[config.mk]
export PLATFORM = sky130hd
export DESIGN_NAME = spisd_core
export DESIGN_NICKNAME = d
export VERILOG_FILES = /design/src/rtl/spisd_pkg.sv /design/src/rtl/spisd_core.sv
export SDC_FILE = /design/constraint.sdc
export NUM_CORES = 1
export LEC_CHECK = 0
export CAP_MARGIN = 20
export CORE_MARGIN = 2
export CORE_UTILIZATION = 50
export DETAILED_ROUTE_END_ITERATION = 10
export DONT_BUFFER_PORTS = 1
export GPL_ROUTABILITY_DRIVEN = 0
export PLACE_DENSITY = 0.7
export SLEW_MARGIN = 20
export SYNTH_ARGS = -nofsm -noshare
export SYNTH_HDL_FRONTEND = slang
export SYNTH_SLANG_ARGS = --single-unit
[constraint.sdc]
create_clock -name clk_i -period 2.7 [get_ports clk_i]
set_input_delay 0.405 -clock clk_i [delete_from_list [all_inputs] [get_ports clk_i]]
set_output_delay 0.405 -clock clk_i [all_outputs]
set_load 0.005 [all_outputs]
[src/rtl/spisd_pkg.sv]
// Package with register map, field positions and timing constants of the SPI status/data block
// Functional notes
// Receive-full sets at transfer end; cleared by flagged status read then data read.
// Transmit-empty high while buffer has room; cleared by flagged status read then data write.
// Data write ignored unless status was read earlier with transmit-empty set.
// Transmit-empty with its interrupt enable raises an interrupt request.
// Transmit-empty sets whenever a byte moves from buffer into shifter.
// Idle block passes a written byte to shifter; transmit-empty returns within two cycles.
// Shifter done with empty buffer: transmit-empty stays set, nothing moves.
// Mode fault sets on select low only when master, fault detect on, select output off.
// Mode fault clears after flagged status read followed by control register one write.
// Unimplemented status bits read zero; status writes do nothing.
// Data read returns receive buffer; write loads transmit buffer; master starts transfer.
// Transfer ending before receive buffer is read keeps old byte, drops new one.
// No overrun flag or indication exists.
// Sample on one serial edge, change output half cycle later; eight bits each way.
// Transfer end moves received byte to receive buffer and sets receive-full.
// Byte waiting at transfer end loads shifter, sets transmit-empty, starts next transfer.
// Most significant bit first by default; lsb-first enable reverses order.
// External master holds slave select low for the whole transfer.
// Clock phase 0 needs select high between transfers; phase 1 may keep it low.
// Both directions double buffered.
// Mode fault clears master select and disables clock and data output drivers; code then enables the MISO driver while select stays low.
// Receive/fault enable gates receive-full and mode fault onto the interrupt.
// A status read arms only the clear of flags that are set at that read.
package spisd_pkg;
    localparam logic [3:0] ADR_CTRL1  = 4'h0;
    localparam logic [3:0] ADR_FLAGS  = 4'h3;
    localparam logic [3:0] ADR_BUFFER = 4'h5;
    localparam logic [3:0] ADR_DIV    = 4'h6;
    localparam int CTL_RX_FAULT_IRQ_EN = 7;
    localparam int CTL_SPI_ENABLE      = 6;
    localparam int CTL_TX_IRQ_EN       = 5;
    localparam int CTL_MASTER_SELECT   = 4;
    localparam int CTL_CLOCK_POLARITY  = 3;
    localparam int CTL_CLOCK_PHASE     = 2;
    localparam int CTL_SELECT_OUT_EN   = 1;
    localparam int CTL_LSB_FIRST_EN    = 0;
    localparam int CTL_FAULT_DETECT_EN = 8;
    localparam int FLG_RX_FULL         = 7;
    localparam int FLG_TX_EMPTY        = 5;
    localparam int FLG_MODE_FAULT      = 4;
    localparam logic [8:0] CTRL1_RESET = 9'h000;
    localparam logic [7:0] DIV_RESET   = 8'h03;
    localparam logic [7:0] BUFFER_RESET = 8'h00;
    localparam int BITS_PER_XFER       = 8;
    localparam int CLK_PERIOD_NS       = 100;
    localparam int IDLE_LOAD_MAX_NS    = 200;
    localparam int IDLE_LOAD_CYCLES    = IDLE_LOAD_MAX_NS / CLK_PERIOD_NS;
    typedef enum logic [1:0] {ST_IDLE, ST_LEAD, ST_RUN} spisd_state_e;
endpackage

[src/rtl/spisd_core.sv]
// SPI status flags, double buffers and transfer sequencer behind a classic Wishbone slave
//
// Added by the designer: the placing of the registers and the Wishbone interface to the registers.
`timescale 1ns/100ps
module spisd_core
(
    input  wire logic       clk_i,
    input  wire logic       rst_i,
    input  wire logic       wb_cyc_i,
    input  wire logic       wb_stb_i,
    input  wire logic       wb_we_i,
    input  wire logic [3:0] wb_adr_i,
    input  wire logic [3:0] wb_sel_i,
    input  wire logic [31:0] wb_dat_i,
    output logic [31:0]     wb_dat_o,
    output logic            wb_ack_o,
    input  wire logic       sck_i,
    output logic            sck_o,
    output logic            sck_oe_o,
    input  wire logic       mosi_i,
    output logic            mosi_o,
    output logic            mosi_oe_o,
    input  wire logic       miso_i,
    output logic            miso_o,
    output logic            miso_oe_o,
    input  wire logic       sel_n_i,
    output logic            sel_n_o,
    output logic            sel_n_oe_o,
    output logic            irq_o
);
    logic [8:0]  ctrl_r;
    logic [7:0]  div_r;
    logic [7:0]  txbuf_r;
    logic        txfull_r;
    logic [7:0]  rxbuf_r;
    logic        rx_full_flag_r;
    logic        mode_fault_flag_r;
    logic        arm_rx_r;
    logic        arm_tx_r;
    logic        arm_fault_r;
    logic [7:0]  shift_r;
    logic [3:0]  edge_cnt_r;
    logic [7:0]  div_cnt_r;
    logic        sck_r;
    logic        miso_bit_r;
    logic        sample_edge;
    logic        last_bit;
    logic        out_r;
    spisd_pkg::spisd_state_e state_r;
    logic [1:0]  sck_s;
    logic [1:0]  mosi_s;
    logic [1:0]  miso_s;
    logic [1:0]  sel_s;
    logic        sck_d_r;
    logic        sel_d_r;

    logic        acc;
    logic        wr_ok;
    logic        rd_ok;
    logic        tx_empty_flag;
    logic        master;
    logic        phase;
    logic        fault_cond;
    logic        load;
    logic        done;
    logic        lead_edge;
    logic        trail_edge;
    logic        sin;
    logic        tick;
    logic        sel_fall;

    assign acc     = wb_cyc_i && wb_stb_i && !wb_ack_o;
    assign wr_ok   = acc && wb_we_i && wb_sel_i[0];
    assign rd_ok   = acc && !wb_we_i;
    assign master  = ctrl_r[spisd_pkg::CTL_MASTER_SELECT];
    assign phase   = ctrl_r[spisd_pkg::CTL_CLOCK_PHASE];
    assign tx_empty_flag = !txfull_r;

    function automatic logic [7:0] rd_mux(input logic [3:0] a);
        unique case (a)
            spisd_pkg::ADR_CTRL1:  rd_mux = ctrl_r[7:0];
            spisd_pkg::ADR_FLAGS:  rd_mux = {rx_full_flag_r, 1'b0, tx_empty_flag, mode_fault_flag_r, 4'h0};
            spisd_pkg::ADR_BUFFER: rd_mux = rxbuf_r;
            spisd_pkg::ADR_DIV:    rd_mux = div_r;
            4'h1:                  rd_mux = {3'h0, ctrl_r[spisd_pkg::CTL_FAULT_DETECT_EN], 4'h0};
            default:               rd_mux = 8'h00;
        endcase
    endfunction

    // Single-cycle ack; unmapped addresses ack and read zero
    always_ff @(posedge clk_i)
    begin
        if (rst_i)
        begin
            wb_ack_o <= 1'b0;
            wb_dat_o <= 32'h0;
        end
        else
        begin
            wb_ack_o <= acc;
            if (rd_ok)
                wb_dat_o <= {24'h0, rd_mux(wb_adr_i)};
        end
    end

    // Pin inputs pass two flops first
    always_ff @(posedge clk_i)
    begin
        if (rst_i)
        begin
            sck_s  <= 2'b00;
            mosi_s <= 2'b00;
            miso_s <= 2'b00;
            sel_s  <= 2'b11;
            sck_d_r <= 1'b0;
            sel_d_r <= 1'b1;
        end
        else
        begin
            sck_s  <= {sck_s[0], sck_i};
            mosi_s <= {mosi_s[0], mosi_i};
            miso_s <= {miso_s[0], miso_i};
            sel_s  <= {sel_s[0], sel_n_i};
            sck_d_r <= sck_s[1];
            sel_d_r <= sel_s[1];
        end
    end

    assign sel_fall   = sel_d_r && !sel_s[1];
    assign fault_cond = master && ctrl_r[spisd_pkg::CTL_FAULT_DETECT_EN]
                        && !ctrl_r[spisd_pkg::CTL_SELECT_OUT_EN] && !sel_s[1];
    assign tick       = (div_cnt_r == div_r);
    // Slave edges follow clock polarity: leading edge is away from idle level
    assign lead_edge  = master ? (state_r == spisd_pkg::ST_RUN && tick && !edge_cnt_r[0])
                        : (sck_s[1] != sck_d_r) && (sck_s[1] != ctrl_r[spisd_pkg::CTL_CLOCK_POLARITY]);
    assign trail_edge = master ? (state_r == spisd_pkg::ST_RUN && tick && edge_cnt_r[0])
                        : (sck_s[1] != sck_d_r) && (sck_s[1] == ctrl_r[spisd_pkg::CTL_CLOCK_POLARITY]);
    assign sample_edge = phase ? trail_edge : lead_edge;
    assign sin        = master ? miso_s[1] : mosi_s[1];
    // A frame ends on its sixteenth serial edge in both phases
    assign done       = (state_r == spisd_pkg::ST_RUN) && trail_edge
                        && (edge_cnt_r == 4'(2 * spisd_pkg::BITS_PER_XFER - 1));
    // Phase 0 samples its last bit half a cycle before the frame ends
    assign last_bit   = phase ? sin : miso_bit_r;

    // Shifter is free when no transfer runs; in slave mode it waits for select
    // Phase 0 idles one cycle between frames so the select line rises
    assign load = txfull_r && (state_r == spisd_pkg::ST_IDLE || (done && phase))
                  && (master || !sel_s[1]);

    // Control register one and divider
    always_ff @(posedge clk_i)
    begin
        if (rst_i)
        begin
            ctrl_r <= spisd_pkg::CTRL1_RESET;
            div_r  <= spisd_pkg::DIV_RESET;
        end
        else
        begin
            if (wr_ok && wb_adr_i == spisd_pkg::ADR_CTRL1)
                ctrl_r[7:0] <= wb_dat_i[7:0];
            if (wr_ok && wb_adr_i == 4'h1)
                ctrl_r[spisd_pkg::CTL_FAULT_DETECT_EN] <= wb_dat_i[4];
            if (wr_ok && wb_adr_i == spisd_pkg::ADR_DIV)
                div_r <= wb_dat_i[7:0];
            if (fault_cond)
                ctrl_r[spisd_pkg::CTL_MASTER_SELECT] <= 1'b0;
        end
    end

    // Clear sequences armed only by a status read seeing the flag set
    always_ff @(posedge clk_i)
    begin
        if (rst_i)
        begin
            arm_rx_r    <= 1'b0;
            arm_tx_r    <= 1'b0;
            arm_fault_r <= 1'b0;
        end
        else if (rd_ok && wb_adr_i == spisd_pkg::ADR_FLAGS)
        begin
            arm_rx_r    <= rx_full_flag_r;
            arm_tx_r    <= tx_empty_flag;
            arm_fault_r <= mode_fault_flag_r;
        end
        else
        begin
            if (rd_ok && wb_adr_i == spisd_pkg::ADR_BUFFER)
                arm_rx_r <= 1'b0;
            if (wr_ok && wb_adr_i == spisd_pkg::ADR_BUFFER)
                arm_tx_r <= 1'b0;
            if (wr_ok && wb_adr_i == spisd_pkg::ADR_CTRL1)
                arm_fault_r <= 1'b0;
        end
    end

    // Transmit buffer; a load into the shifter frees it in the same cycle
    always_ff @(posedge clk_i)
    begin
        if (rst_i)
        begin
            txbuf_r  <= spisd_pkg::BUFFER_RESET;
            txfull_r <= 1'b0;
        end
        else
        begin
            if (wr_ok && wb_adr_i == spisd_pkg::ADR_BUFFER && arm_tx_r && !txfull_r)
            begin
                txbuf_r  <= wb_dat_i[7:0];
                txfull_r <= 1'b1;
            end
            else if (load)
                txfull_r <= 1'b0;
        end
    end

    // Receive buffer and flag; set wins over the clearing read
    always_ff @(posedge clk_i)
    begin
        if (rst_i)
        begin
            rxbuf_r        <= spisd_pkg::BUFFER_RESET;
            rx_full_flag_r <= 1'b0;
        end
        else if (done && !(rx_full_flag_r && !(rd_ok && wb_adr_i == spisd_pkg::ADR_BUFFER && arm_rx_r)))
        begin
            rxbuf_r        <= ctrl_r[spisd_pkg::CTL_LSB_FIRST_EN] ? {last_bit, shift_r[7:1]}
                                                                  : {shift_r[6:0], last_bit};
            rx_full_flag_r <= 1'b1;
        end
        else if (done)
            rx_full_flag_r <= 1'b1;
        else if (rd_ok && wb_adr_i == spisd_pkg::ADR_BUFFER && arm_rx_r)
            rx_full_flag_r <= 1'b0;
    end

    // Mode fault flag
    always_ff @(posedge clk_i)
    begin
        if (rst_i)
            mode_fault_flag_r <= 1'b0;
        else if (fault_cond)
            mode_fault_flag_r <= 1'b1;
        else if (wr_ok && wb_adr_i == spisd_pkg::ADR_CTRL1 && arm_fault_r)
            mode_fault_flag_r <= 1'b0;
    end

    // Transfer sequencer and shifter
    always_ff @(posedge clk_i)
    begin
        if (rst_i)
        begin
            state_r    <= spisd_pkg::ST_IDLE;
            shift_r    <= 8'h00;
            edge_cnt_r <= 4'h0;
            div_cnt_r  <= 8'h00;
            sck_r      <= 1'b0;
            miso_bit_r <= 1'b0;
            out_r      <= 1'b0;
        end
        else
        begin
            div_cnt_r <= (state_r == spisd_pkg::ST_IDLE || tick) ? 8'h00 : div_cnt_r + 8'h01;
            if (fault_cond || (!master && sel_s[1] && state_r != spisd_pkg::ST_IDLE && !phase))
                state_r <= spisd_pkg::ST_IDLE;
            else if (load)
            begin
                shift_r    <= txbuf_r;
                edge_cnt_r <= 4'h0;
                state_r    <= spisd_pkg::ST_RUN;
                out_r      <= ctrl_r[spisd_pkg::CTL_LSB_FIRST_EN] ? txbuf_r[0] : txbuf_r[7];
            end
            else if (done)
                state_r <= spisd_pkg::ST_IDLE;
            else if (state_r == spisd_pkg::ST_RUN)
            begin
                if (lead_edge || trail_edge)
                begin
                    edge_cnt_r <= edge_cnt_r + 4'h1;
                    if (master)
                        sck_r <= ~sck_r;
                end
                if (sample_edge)
                    miso_bit_r <= sin;
                else if ((phase ? lead_edge : trail_edge) && (edge_cnt_r != 4'h0 || !phase))
                begin
                    // Output changes half a serial cycle after the sample
                    shift_r <= ctrl_r[spisd_pkg::CTL_LSB_FIRST_EN] ? {miso_bit_r, shift_r[7:1]}
                                                                   : {shift_r[6:0], miso_bit_r};
                    out_r   <= ctrl_r[spisd_pkg::CTL_LSB_FIRST_EN] ? shift_r[1] : shift_r[6];
                end
            end
            // The closing edge of a frame returns the clock to idle
            if (state_r == spisd_pkg::ST_IDLE || done)
                sck_r <= 1'b0;
        end
    end

    assign sck_o      = sck_r ^ ctrl_r[spisd_pkg::CTL_CLOCK_POLARITY];
    assign sck_oe_o   = master && ctrl_r[spisd_pkg::CTL_SPI_ENABLE];
    assign mosi_o     = out_r;
    assign mosi_oe_o  = master && ctrl_r[spisd_pkg::CTL_SPI_ENABLE];
    assign miso_o     = out_r;
    assign miso_oe_o  = !master && ctrl_r[spisd_pkg::CTL_SPI_ENABLE] && !sel_s[1];
    assign sel_n_o    = !(state_r == spisd_pkg::ST_RUN);
    assign sel_n_oe_o = master && ctrl_r[spisd_pkg::CTL_FAULT_DETECT_EN] && ctrl_r[spisd_pkg::CTL_SELECT_OUT_EN];
    assign irq_o      = (tx_empty_flag && ctrl_r[spisd_pkg::CTL_TX_IRQ_EN])
                        || ((rx_full_flag_r || mode_fault_flag_r) && ctrl_r[spisd_pkg::CTL_RX_FAULT_IRQ_EN]);
endmodule

# Yosys cells after proc, flatten, opt, wreduce, memory -nomap -nowiden
# Index checks and enable logic that the tools add are counted.
# totals
regBits	81
inputBits	49
out_inout_bits	42
wordCells	165
# classes
addsub	2
eq_ne	11
muxes	40
bitwise_logic	5
reduce_logical	81
# op_table
operator	n
$mux W8	7
$logic_and A1 B1 Y1	40
$pmux W8 S5	1
$mux W1	26
$reduce_bool A2 Y1	9
$mux W4	4
$logic_not A1 Y1	11
$reduce_and A5 Y1	2
$logic_or A1 B1 Y1	9
$add A8 B1 Y8 const B	1
$eq A4 B3 Y1 const B	2
$eq A8 B8 Y1	1
$reduce_or A2 Y1	4
$reduce_and A6 Y1	1
$add A4 B1 Y4 const B	1
$eq A4 B1 Y1 const B	1
$eq A4 B2 Y1 const B	1
$eq A4 B4 Y1 const B	1
$logic_not A4 Y1	1
$mux W2	2
$not A1 Y1	4
$reduce_and A4 Y1	1
$reduce_bool A4 Y1	1
$reduce_bool A3 Y1	1
other kinds (6)	7

# Logic depth before layout (Yosys ltp)
# Gate-level depths: netlist of the first run.
# depth
word_depth	12
ltp_mapped	9
ltp_nobuf	8

# Worst setup path after synthesis of the first run
# No wires, ideal clock.
# synth_timing
path_kind	register -> register
startpoint	reg edge_cnt_r[0]
endpoint	reg out_r, in the netlist miso_o
setup_time_ns	0.117
t_arrival_ns	2.044
t_required_ns	2.583
slack_ns	0.539
path_stages_with_launch	9
path_buffers	0
path_cell_list	dfxtp_1 > ha_1 > nand4_2 > nor2_1 > nand4_2 > a21oi_4 > mux4_1 > mux2i_1 > nor2_1
# synth_via
elab_chain_cells	10
# synth_lines
element	line_no	rtl
start: declaration	spisd_core.sv:42	logic [3:0] edge_cnt_r;
start signal: assignment	spisd_core.sv:280	edge_cnt_r <= edge_cnt_r + 4'h1;
$logic_and A1 B1 Y1	spisd_core.sv:136	assign trail_edge = master ? (state_r == spisd_pkg::ST_RUN && tick && edge_cnt_r[0])
$mux W1	spisd_core.sv:136	
$logic_and A1 B1 Y1	spisd_core.sv:141	assign done = (state_r == spisd_pkg::ST_RUN) && trail_edge
$logic_and A1 B1 Y1	spisd_core.sv:142	&& (edge_cnt_r == 4'(2 * spisd_pkg::BITS_PER_XFER - 1));
$logic_and A1 B1 Y1	spisd_core.sv:148	assign load = txfull_r && (state_r == spisd_pkg::ST_IDLE || (done && phase))
$logic_or A1 B1 Y1	spisd_core.sv:148	
$logic_and A1 B1 Y1	spisd_core.sv:148	
$logic_and A1 B1 Y1	spisd_core.sv:149	&& (master || !sel_s[1]);
$ne A2 B2 Y1 (no source line) (tied with other cells)	-	
$reduce_and A5 Y1 (no source line)	-	
end signal: assignment	spisd_core.sv:272	out_r <= ctrl_r[spisd_pkg::CTL_LSB_FIRST_EN] ? txbuf_r[0] : txbuf_r[7];
end signal: assignment	spisd_core.sv:291	out_r <= ctrl_r[spisd_pkg::CTL_LSB_FIRST_EN] ? shift_r[1] : shift_r[6];
end: declaration	spisd_core.sv:48	logic out_r;
# Several ways; a longest one is shown, not always the timed one.
# A chain may end at the register's enable or synchronous reset.

# Worst setup path in the final report of the first run
# layout_timing
startpoint	reg div_cnt_r[0]
endpoint	reg shift_r[7]
# layout_via
elab_chain_cells	12
# layout_lines
element	line_no	rtl
start: declaration	spisd_core.sv:43	logic [7:0] div_cnt_r;
start signal: assignment	spisd_core.sv:264	div_cnt_r <= (state_r == spisd_pkg::ST_IDLE || tick) ? 8'h00 : div_cnt_r + 8'h01;
$eq A8 B8 Y1 (*)	spisd_core.sv:132	assign tick = (div_cnt_r == div_r);
$logic_and A1 B1 Y1 (*)	spisd_core.sv:134, spisd_core.sv:136	
$logic_and A1 B1 Y1	spisd_core.sv:136	
$mux W1	spisd_core.sv:136	
$logic_and A1 B1 Y1	spisd_core.sv:141	
$logic_and A1 B1 Y1	spisd_core.sv:142	
$logic_and A1 B1 Y1	spisd_core.sv:148	
$logic_or A1 B1 Y1	spisd_core.sv:148	
$logic_and A1 B1 Y1	spisd_core.sv:148	
$logic_and A1 B1 Y1	spisd_core.sv:149	
$ne A2 B2 Y1 (no source line) (tied with other cells)	-	
$reduce_and A5 Y1 (no source line)	-	
end signal: assignment	spisd_core.sv:269	shift_r <= txbuf_r;
end signal: assignment	spisd_core.sv:289	shift_r <= ctrl_r[spisd_pkg::CTL_LSB_FIRST_EN] ? {miso_bit_r, shift_r[7:1]}
end: declaration	spisd_core.sv:41	logic [7:0] shift_r;
# Every way passes the cells marked *; elsewhere a longest branch is shown, timed or not.

==> results of run 1 <==
[per-layer routing]
metal  global-route usage  vias to the layer above
met5                    0                        -
met3              0.04310                       16
met1               0.2973                     1440
li1                     -                     1493
met4               0.1014                        0
met2               0.3185                      104
[sequential cells by signal, summed over array words and instances (netlist names), 2 cells and up]
register,flops
edge_cnt_r,4
div_cnt_r,8
mosi_s,2
miso_s,2
wb_dat_o,8
div_r,8
sck_s,2
rxbuf_r,8
ctrl_r,9
txbuf_r,8
shift_r,8
sel_s,2
[synth_stat cells (5+ instances only)]
cell	instances	area share
nor2_1	82	0.075
dfxtp_1	81	0.40
mux2i_1	51	0.13
buf_4	28	0.051
a21oi_1	17	0.021
inv_1	15	0.014
nand2_1	14	0.013
xor2_1	14	0.030
nor2b_1	10	0.015
clkbuf_1	9	0.0083
o21ai_0	9	0.011
buf_2	8	0.0098
nand3_1	8	0.0098
a222oi_1	7	0.017
a211oi_1	6	0.011
and3_1	5	0.0077
nor3_1	5	0.0061
[path summary, 6_finish.rpt]
check / from / cells past startpoint / slack, ns / end
worst max register to register: div_cnt_r[0] / 7 / 0.36 / shift_r[7]
worst max-delay path: div_cnt_r[0] / 7 / 0.36 / shift_r[7]
worst min-delay path: rst_i / 1 / 0.11 / mosi_s[1]
worst min register to register: sel_s[0] / 1 / 0.42 / sel_s[1]
[logic make-up (layout without fill, tap and decap cells)]
family / Yosys count / after routing
AOI/OAI and AO/OA: 68 / 68
xor gates and xnor gates: 17 / 17
adders and majority gates: 3 / 3
buffers and inverters: 65 / 40
DFF: 81 / 81
muxes: 56 / 56
other: 1 / 24
and+or+nand+nor: 156 / 156
[through the flow]
| stage | instances | hold WS [ns] |
|---|---|---|
| 2_1_floorplan | 470 | 0.3895 |
| 3_3_place_gp | 531 | 0.3947 |
| 3_5_place_dp | 531 | 0.3992 |
| 4_1_cts | 547 | 0.09392 |
| 5_1_grt | 547 | 0.08845 |
| 6_report | 547 | 0.1115 |
[cell type report]
cell class / count / share of cell area
inverter: 15 / 0.01322
tap: 102 / 0.02997
multi-input combinational: 324 / 0.5069
clock inverter: 7 / 0.02410
timing repair buffer: 9 / 0.01587
sequential: 81 / 0.3808
clock buffer: 9 / 0.02909
[power by group]
part / total [mW] / switching, mW / internal (mW)
Sequential: 1.20 / 0.00406 / 1.20
Clock: 1.01 / 0.477 / 0.530
Combinational: 0.0446 / 0.0272 / 0.0174
==> flow_summary.yaml, run 1 <==
run_status:
  status: "complete, no violations"
synth:
  yosysUniqueCellTypes: 63
  synthMuxAreaShare: 0.1425
  ys_ff_latch: 81
  synthArstFlopShare: 0
  syn_area_um2: 4084
  synth_edf_count: 0
  synthXorXnorAreaFrac: 0.03646
  synthCells: 447
  ys.warnings.count: 0
  synth_compound_area_frac: 0.1225
  syn_avg_cell_area_um2: 9.136
  synth_adder_area_share: 0.009191
  synthFlopType: "dfxtp_1"
  synth_top_family_by_area: "simple AND/OR/NAND/NOR gates"
  ys_seq_area_frac: 0.3971
  yosys.area_share.simple: 0.1945
routing:
  wl_met1_mm: 4.169
  met3_length_um: 513
  vias_per_cell: 5.581
  routed_wl_mm: 8.937
  met2_length_mm: 4.025
  first_pass_iters: 6
  via_count: 3053
  drt_iter0_drc: 310
  wl_per_cell_um: 16.34
  drt_drc_violations_left: 0
  routed.top_layer: "met4"
  antenna_left: 0
die:
  die_y_um: 94.38
  ios: 91
  initial_utilization: 0.5231
  rows: 32
  die_area_um2: 8907
  die_w_um: 94.38
  coreArea_um2: 7807
power_and_ir_drop:
  leakage_nw: 1.549
  p_per_area_nw_per_um2: 529.9
  finalPower_mw: 2.256
  peakVddDrop_mv: 0.2523
final_layout:
  seq_area_um2: 1622
  diodes: 0
  final_cell_mix: "nor2_1, dfxtp_1, mux2i_1"
  fin_util: 0.5454
  final_common_cell: "nor2_1"
  area_growth_pct: 4.258
  final_cell_area_um2: 4258
  nFillCells: 718
  final_nets: 492
  drive_above_1_share: 0.1079
  multi_input_area_um2: 2158
clock_tree:
  cts_tree: "yes"
  clock-sinks: 81
  cts_made_buffers: 9
  clock_path_buffers: 2
  htreeDepth: 3
  clk_pin_slew_worst_paths_ns: 0.09
  cts_root_buffer: "clkbuf_8"
  worstSkewPairLatency_ns: 0.36
  post-cts-setup-buffer-count: 0
  cts_resized: 0
  postCtsHoldBufs: 0
critical_path:
  crit_slowest_cell: "a211o_1"
  worstPathArrival_ns: 2.60
  critPathMaxStageDelay_ns: 0.47
  cp-start-kind: "flip-flop"
  path_max_fanout: 9
  cp.required_ns: 2.96
  crit_path_cell_trace: "xor2_1 > nor4_4 > nand4_1 > a21oi_2 > a211o_1 > mux2i_1 > nor2_1"
  path_class: "reg -> reg"
  end_kind: "flip-flop"
  crit_buf_inv: 0
  crit_family: "compound AO/OA/AOI/OAI gates"
worst_hold_path:
  hold_class: "in -> reg"
sta:
  slew_violations: 0
  layout_setup_ws_ns: 0.3615
  period_share: 0.8661
  slew_headroom: 0.5618
  fin_worst_skew_ns: 0.009397
  fmax_mhz: 427.6
  setup_viol: 0
  layout_min_cycle_time_ns: 2.338
  worst_pin_slew_ns: 0.6564
  rsz0062_at_grt: "no"
  hold_viol: 0
  tns_ns: 0
placement:
  place_area_um2: 4031
  hpwl_mm: 6.320
  pre_cts_slack_ns: 0.3479
  portBuffers: 0
grt:
  grt-ovfl-total: 0
  grt_pass1_vias: 2894
  grt_max_degree: 71
  grt_usage: 0.2139
  antenna_found_initial: 0
  grt_pass1_wl_mm: 14.67
job:
  cap_violations: 0
Power figures use the tool's default switching activity.
==> inputs of run 2 (changes only) <==
Settings changed: REMOVE_ABC_BUFFERS from default to 1.
==> run 2 against run 1 <==
Via count down 0.49%. Highest routed layer unchanged. Core utilization down 0.59 points. Clock power down 20%. Power down 9.0%. Register-to-register slack worse by 0.05 ns. Sequential power about the same. Cell count unchanged. Clock skew up 0.0039 ns. Setup slack worse by 0.048 ns. Largest power group unchanged. Critical path type unchanged.
==> flow_summary.yaml, run 2 (synthesis results as in run 1) <==
run_status:
  status: "complete, no violations"
grt:
  grt_usage: 0.2101
  antenna_found_initial: 0
  grt-ovfl-total: 0
  grt_max_degree: 71
  grt_pass1_vias: 2844
  grt_pass1_wl_mm: 14.22
power_and_ir_drop:
  seqPwrFrac: 0.586
  peakVddDrop_mv: 0.3971
  clkPwrFrac: 0.392
  switching_share: 0.2385
  p_int_mw: 1.564
  p_comb_frac: 0.022
  p_per_area_nw_per_um2: 487.8
  leakage_nw: 1.523
  switchingPower_mw: 0.4899
critical_path:
  crit_path_cell_trace: "nor3b_2 > nand4_1 > a21oi_2 > a211o_1 > mux2i_1 > nor2_1"
  end_kind: "flip-flop"
  crit_family: "compound AO/OA/AOI/OAI gates"
  cp-start-kind: "flip-flop"
  path_max_fanout: 13
  crit_buf_inv: 0
  worstPathArrival_ns: 2.64
  critPathMaxStageDelay_ns: 0.69
  cp.required_ns: 2.95
  path_class: "reg -> reg"
  crit_slowest_cell: "dfxtp_1"
routing:
  first_pass_iters: 5
  antenna_left: 0
  via_count: 3038
  drt_drc_violations_left: 0
  drt_iter0_drc: 255
  vias_per_cell: 5.554
  routed_wl_mm: 8.858
  wl_per_cell_um: 16.19
sta:
  tns_ns: 0
  hold_viol: 0
  rsz0062_at_grt: "no"
  worst_pin_slew_ns: 0.6336
  fin_worst_skew_ns: 0.01326
  slew_violations: 0
  fmax_mhz: 419.1
  setup_viol: 0
  period_share: 0.8838
  layout_min_cycle_time_ns: 2.386
  slew_headroom: 0.5776
  layout_setup_ws_ns: 0.3138
placement:
  hpwl_mm: 6.407
  place_area_um2: 4031
  pre_cts_slack_ns: 0.3351
  portBuffers: 0
clock_tree:
  post-cts-setup-buffer-count: 0
  clock-sinks: 81
  cts_tree: "yes"
  postCtsHoldBufs: 0
  htreeDepth: 3
  clock_path_buffers: 2
  cts_resized: 0
  clk_pin_slew_worst_paths_ns: 0.09
  cts_made_buffers: 9
  cts_root_buffer: "clkbuf_8"
  worstSkewPairLatency_ns: 0.36
die:
  coreArea_um2: 7807
  ios: 91
  rows: 32
  die_y_um: 94.38
  die_w_um: 94.38
  initial_utilization: 0.5231
  die_area_um2: 8907
final_layout:
  diodes: 0
  final_cell_mix: "nor2_1, dfxtp_1, mux2i_1"
  largest_reg_flops: 9
  final_nets: 492
  final_common_cell: "nor2_1"
  area_growth_pct: 3.125
  drive_above_1_share: 0.1056
  final_cell_area_um2: 4212
  regMostFlops: "ctrl_r"
  nFillCells: 741
job:
  cap_violations: 0
worst_hold_path:
  hold_class: "in -> reg"
==> run 2: cell types whose count changed in the layout (fill, tap and decap cells not counted), sizes merged <==
cell / change
bufinv: -2
clkinvlp: +1
clkbuf: +1
==> run 2: power by group through the flow <==
stage	clock network [mW]	registers, mW	logic, mW
6_report	0.805	1.20	0.0444
5_1_grt	0.892	1.21	0.0508
4_1_cts	0.833	1.20	0.0432
3_5_place_dp	0	1.23	0.0429
3_3_place_gp	0	1.23	0.0422
2_1_floorplan	0	1.23	0.0355
==> run 2: per-layer routing <==
layer  GRT usage  vias up  share of wire
li1            -     1486              -
met3     0.07662        7          0.079
met2      0.3321      101           0.46
met1      0.2749     1444           0.45
met5           0        -              0
met4     0.05072        0         0.0096
==> run 2: area by class of cell <==
class	count	area (um^2)	share of cell area
timing repair buffer	9	67.56	0.01604
clock inverter	6	52.55	0.01248
sequential	81	1622	0.3850
tap	102	127.6	0.03030
clock buffer	10	127.6	0.03030
multi-input combinational	324	2158	0.5125
inverter	15	56.30	0.01337
==> run 2: worst register-to-register path: cells and delay by family (launching register included) <==
family | cells | cell delay, ns
compound gates | 2 | 0.73
flops | 1 | 0.69
simple gates | 3 | 0.59
mux | 1 | 0.27
==> run 2: final timing paths <==
| check | slack (ns) | cells past startpoint | to | from |
|---|---|---|---|---|
| worst max-delay path | 0.31 | 6 | shift_r[0] | ctrl_r[4] |
| worst max register to register | 0.31 | 6 | shift_r[0] | ctrl_r[4] |
| worst min-delay path | 0.11 | 1 | txbuf_r[6] | rst_i |
| worst min register to register | 0.42 | 1 | sel_s[1] | sel_s[0] |
==> run 2: metrics by stage <==
stage	utilization	instances	total power [mW]	hold slack, ns
3_3_place_gp	0.5163	531	1.275	0.3941
5_1_grt	0.5394	547	2.149	0.07624
2_1_floorplan	-	420	1.267	0.3895
4_1_cts	0.5394	547	2.081	0.09040
3_5_place_dp	0.5163	531	1.276	0.3929
6_report	0.5394	547	2.054	0.1114
==> inputs of run 3 (changes only) <==
Settings changed: CORE_MARGIN 2 to default.
==> run 3 against run 2 <==
Setup slack worse by 0.025 ns. Non-clock buffer count is 1 lower. First-iteration DRC count is 32% lower. Power is 4.0% higher. Core utilization is 0.11 points higher. Global-route usage is 0.054 points lower. Via count is 0.36% lower. Cell count is 0.18% lower. Sequential share of layout area is 0.080 points lower. Worst hold slack better by 0.0070 ns. Clock power is 10% higher. Routed wire length is 2.7% lower. Critical path type unchanged. Critical endpoint is now shift_r[1]. Largest cell class unchanged. Largest power group unchanged. Highest routed layer unchanged.
==> flow_summary.yaml, run 3 (synthesis results as in run 1) <==
critical_path:
  critPathMaxStageDelay_ns: 0.66
  worstPathArrival_ns: 2.65
  crit_buf_inv: 0
  path_max_fanout: 13
  crit_slowest_cell: "dfxtp_1"
  cp-start-kind: "flip-flop"
  cp.required_ns: 2.94
  end_kind: "flip-flop"
  path_class: "reg -> reg"
  crit_path_cell_trace: "nor3b_2 > nand4_1 > a21oi_2 > a211o_1 > mux2i_1 > nor2_1"
  crit_family: "compound AO/OA/AOI/OAI gates"
sta:
  fin_worst_skew_ns: 0.009247
  setup_viol: 0
  fmax_mhz: 414.8
  slew_violations: 0
  rsz0062_at_grt: "no"
  worst_pin_slew_ns: 0.6198
  period_share: 0.8929
  slew_headroom: 0.5863
  layout_min_cycle_time_ns: 2.411
  tns_ns: 0
  hold_viol: 0
die:
  die_area_um2: 8533
  die_y_um: 92.38
  die_w_um: 92.38
  initial_utilization: 0.5231
  ios: 91
  rows: 32
  coreArea_um2: 7807
grt:
  grt_usage: 0.2095
  antenna_found_initial: 0
  met2_usage: 0.3185
  grt-busiest-layer: "met2"
  grt_pass1_wl_mm: 13.83
  grt-ovfl-total: 0
  use_met1: 0.2794
  grt_pass1_vias: 2817
  grtUsageMet3: 0.05419
  grt_max_degree: 71
routing:
  drt_iter0_drc: 173
  drt_drc_violations_left: 0
  via_count: 3027
  first_pass_iters: 6
  antenna_left: 0
  routed_wl_mm: 8.623
  wl_per_cell_um: 15.79
  vias_per_cell: 5.544
clock_tree:
  worstSkewPairLatency_ns: 0.35
  cts_tree: "yes"
  clk_pin_slew_worst_paths_ns: 0.08
  cts_resized: 0
  clock_path_buffers: 2
  clock-sinks: 81
  postCtsHoldBufs: 0
  post-cts-setup-buffer-count: 0
  cts_root_buffer: "clkbuf_8"
  cts_made_buffers: 9
  htreeDepth: 3
power_and_ir_drop:
  leakage_nw: 1.528
  p_per_area_nw_per_um2: 506.2
  peakVddDrop_mv: 0.3275
placement:
  hpwl_mm: 6.245
  place_area_um2: 4024
  portBuffers: 0
final_layout:
  final_common_cell: "nor2_1"
  diodes: 0
  largest_reg_flops: 9
  area_growth_pct: 3.340
  final_cell_area_um2: 4220
  regMostFlops: "ctrl_r"
  final_cell_mix: "nor2_1, dfxtp_1, mux2i_1"
  drive_above_1_share: 0.1036
  final_nets: 491
run_status:
  status: "complete, no violations"
job:
  cap_violations: 0
worst_hold_path:
  hold_class: "in -> reg"
## run 3: cell types whose count changed in the layout (fill, tap and decap cells not counted), sizes merged
cell,previous run,this run
inv,17,15
clkbuf,10,11
bufinv,0,1
buf,9,8
## run 3: final timing paths
path	to	slack, ns	start	depth (start not counted)
max	shift_r[1]	0.29	ctrl_r[4]	6
min	shift_r[4]	0.12	rst_i	1
max reg2reg	shift_r[1]	0.29	ctrl_r[4]	6
min reg2reg	sel_s[1]	0.41	sel_s[0]	1
## run 3: worst register-to-register path, cell delays in order (launching register included)
cell and delay [ns]:
dfxtp_1 0.66, nor3b_2 0.36, nand4_1 0.20, a21oi_2 0.25, a211o_1 0.50, mux2i_1 0.28
nor2_1 0.05
## run 3: layout make-up
class / instances / area [um^2]
Multi-Input combinational cell: 324 / 2158
Inverter: 15 / 56.30
Sequential cell: 81 / 1622
Timing Repair Buffer: 8 / 60.06
Clock inverter: 5 / 55.05
Fill cell: 695 / 3587
Tap cell: 102 / 127.6
Clock buffer: 11 / 141.4
## run 3: stage by stage
step	setup WS [ns]	hold WS (ns)	cells	utilization	power, mW
after floorplan	0.3420	0.3895	420	-	1.267
after global placement	0.3978	0.3943	530	0.5154	1.275
after detailed placement	0.3220	0.3928	530	0.5154	1.276
after CTS	0.3068	0.1039	546	0.5405	2.146
after global routing	0.1201	0.1041	546	0.5405	2.202
final	0.2892	0.1184	546	0.5405	2.136
## run 3: per-layer routing
metal / share of wire / wire [um] / vias to the layer above
met5: 0 / 0 / -
met4: 0.020 / 170 / 0
met3: 0.065 / 559 / 16
met2: 0.45 / 3862 / 100
met1: 0.47 / 4030 / 1427
li1: - / - / 1484
## run 3: report_power, final
part / internal (mW) / switching (mW) / total, mW
clock network: 0.450 / 0.438 / 0.888
logic: 0.0173 / 0.0263 / 0.0436
registers: 1.20 / 0.00417 / 1.20
total: 1.67 / 0.469 / 2.14
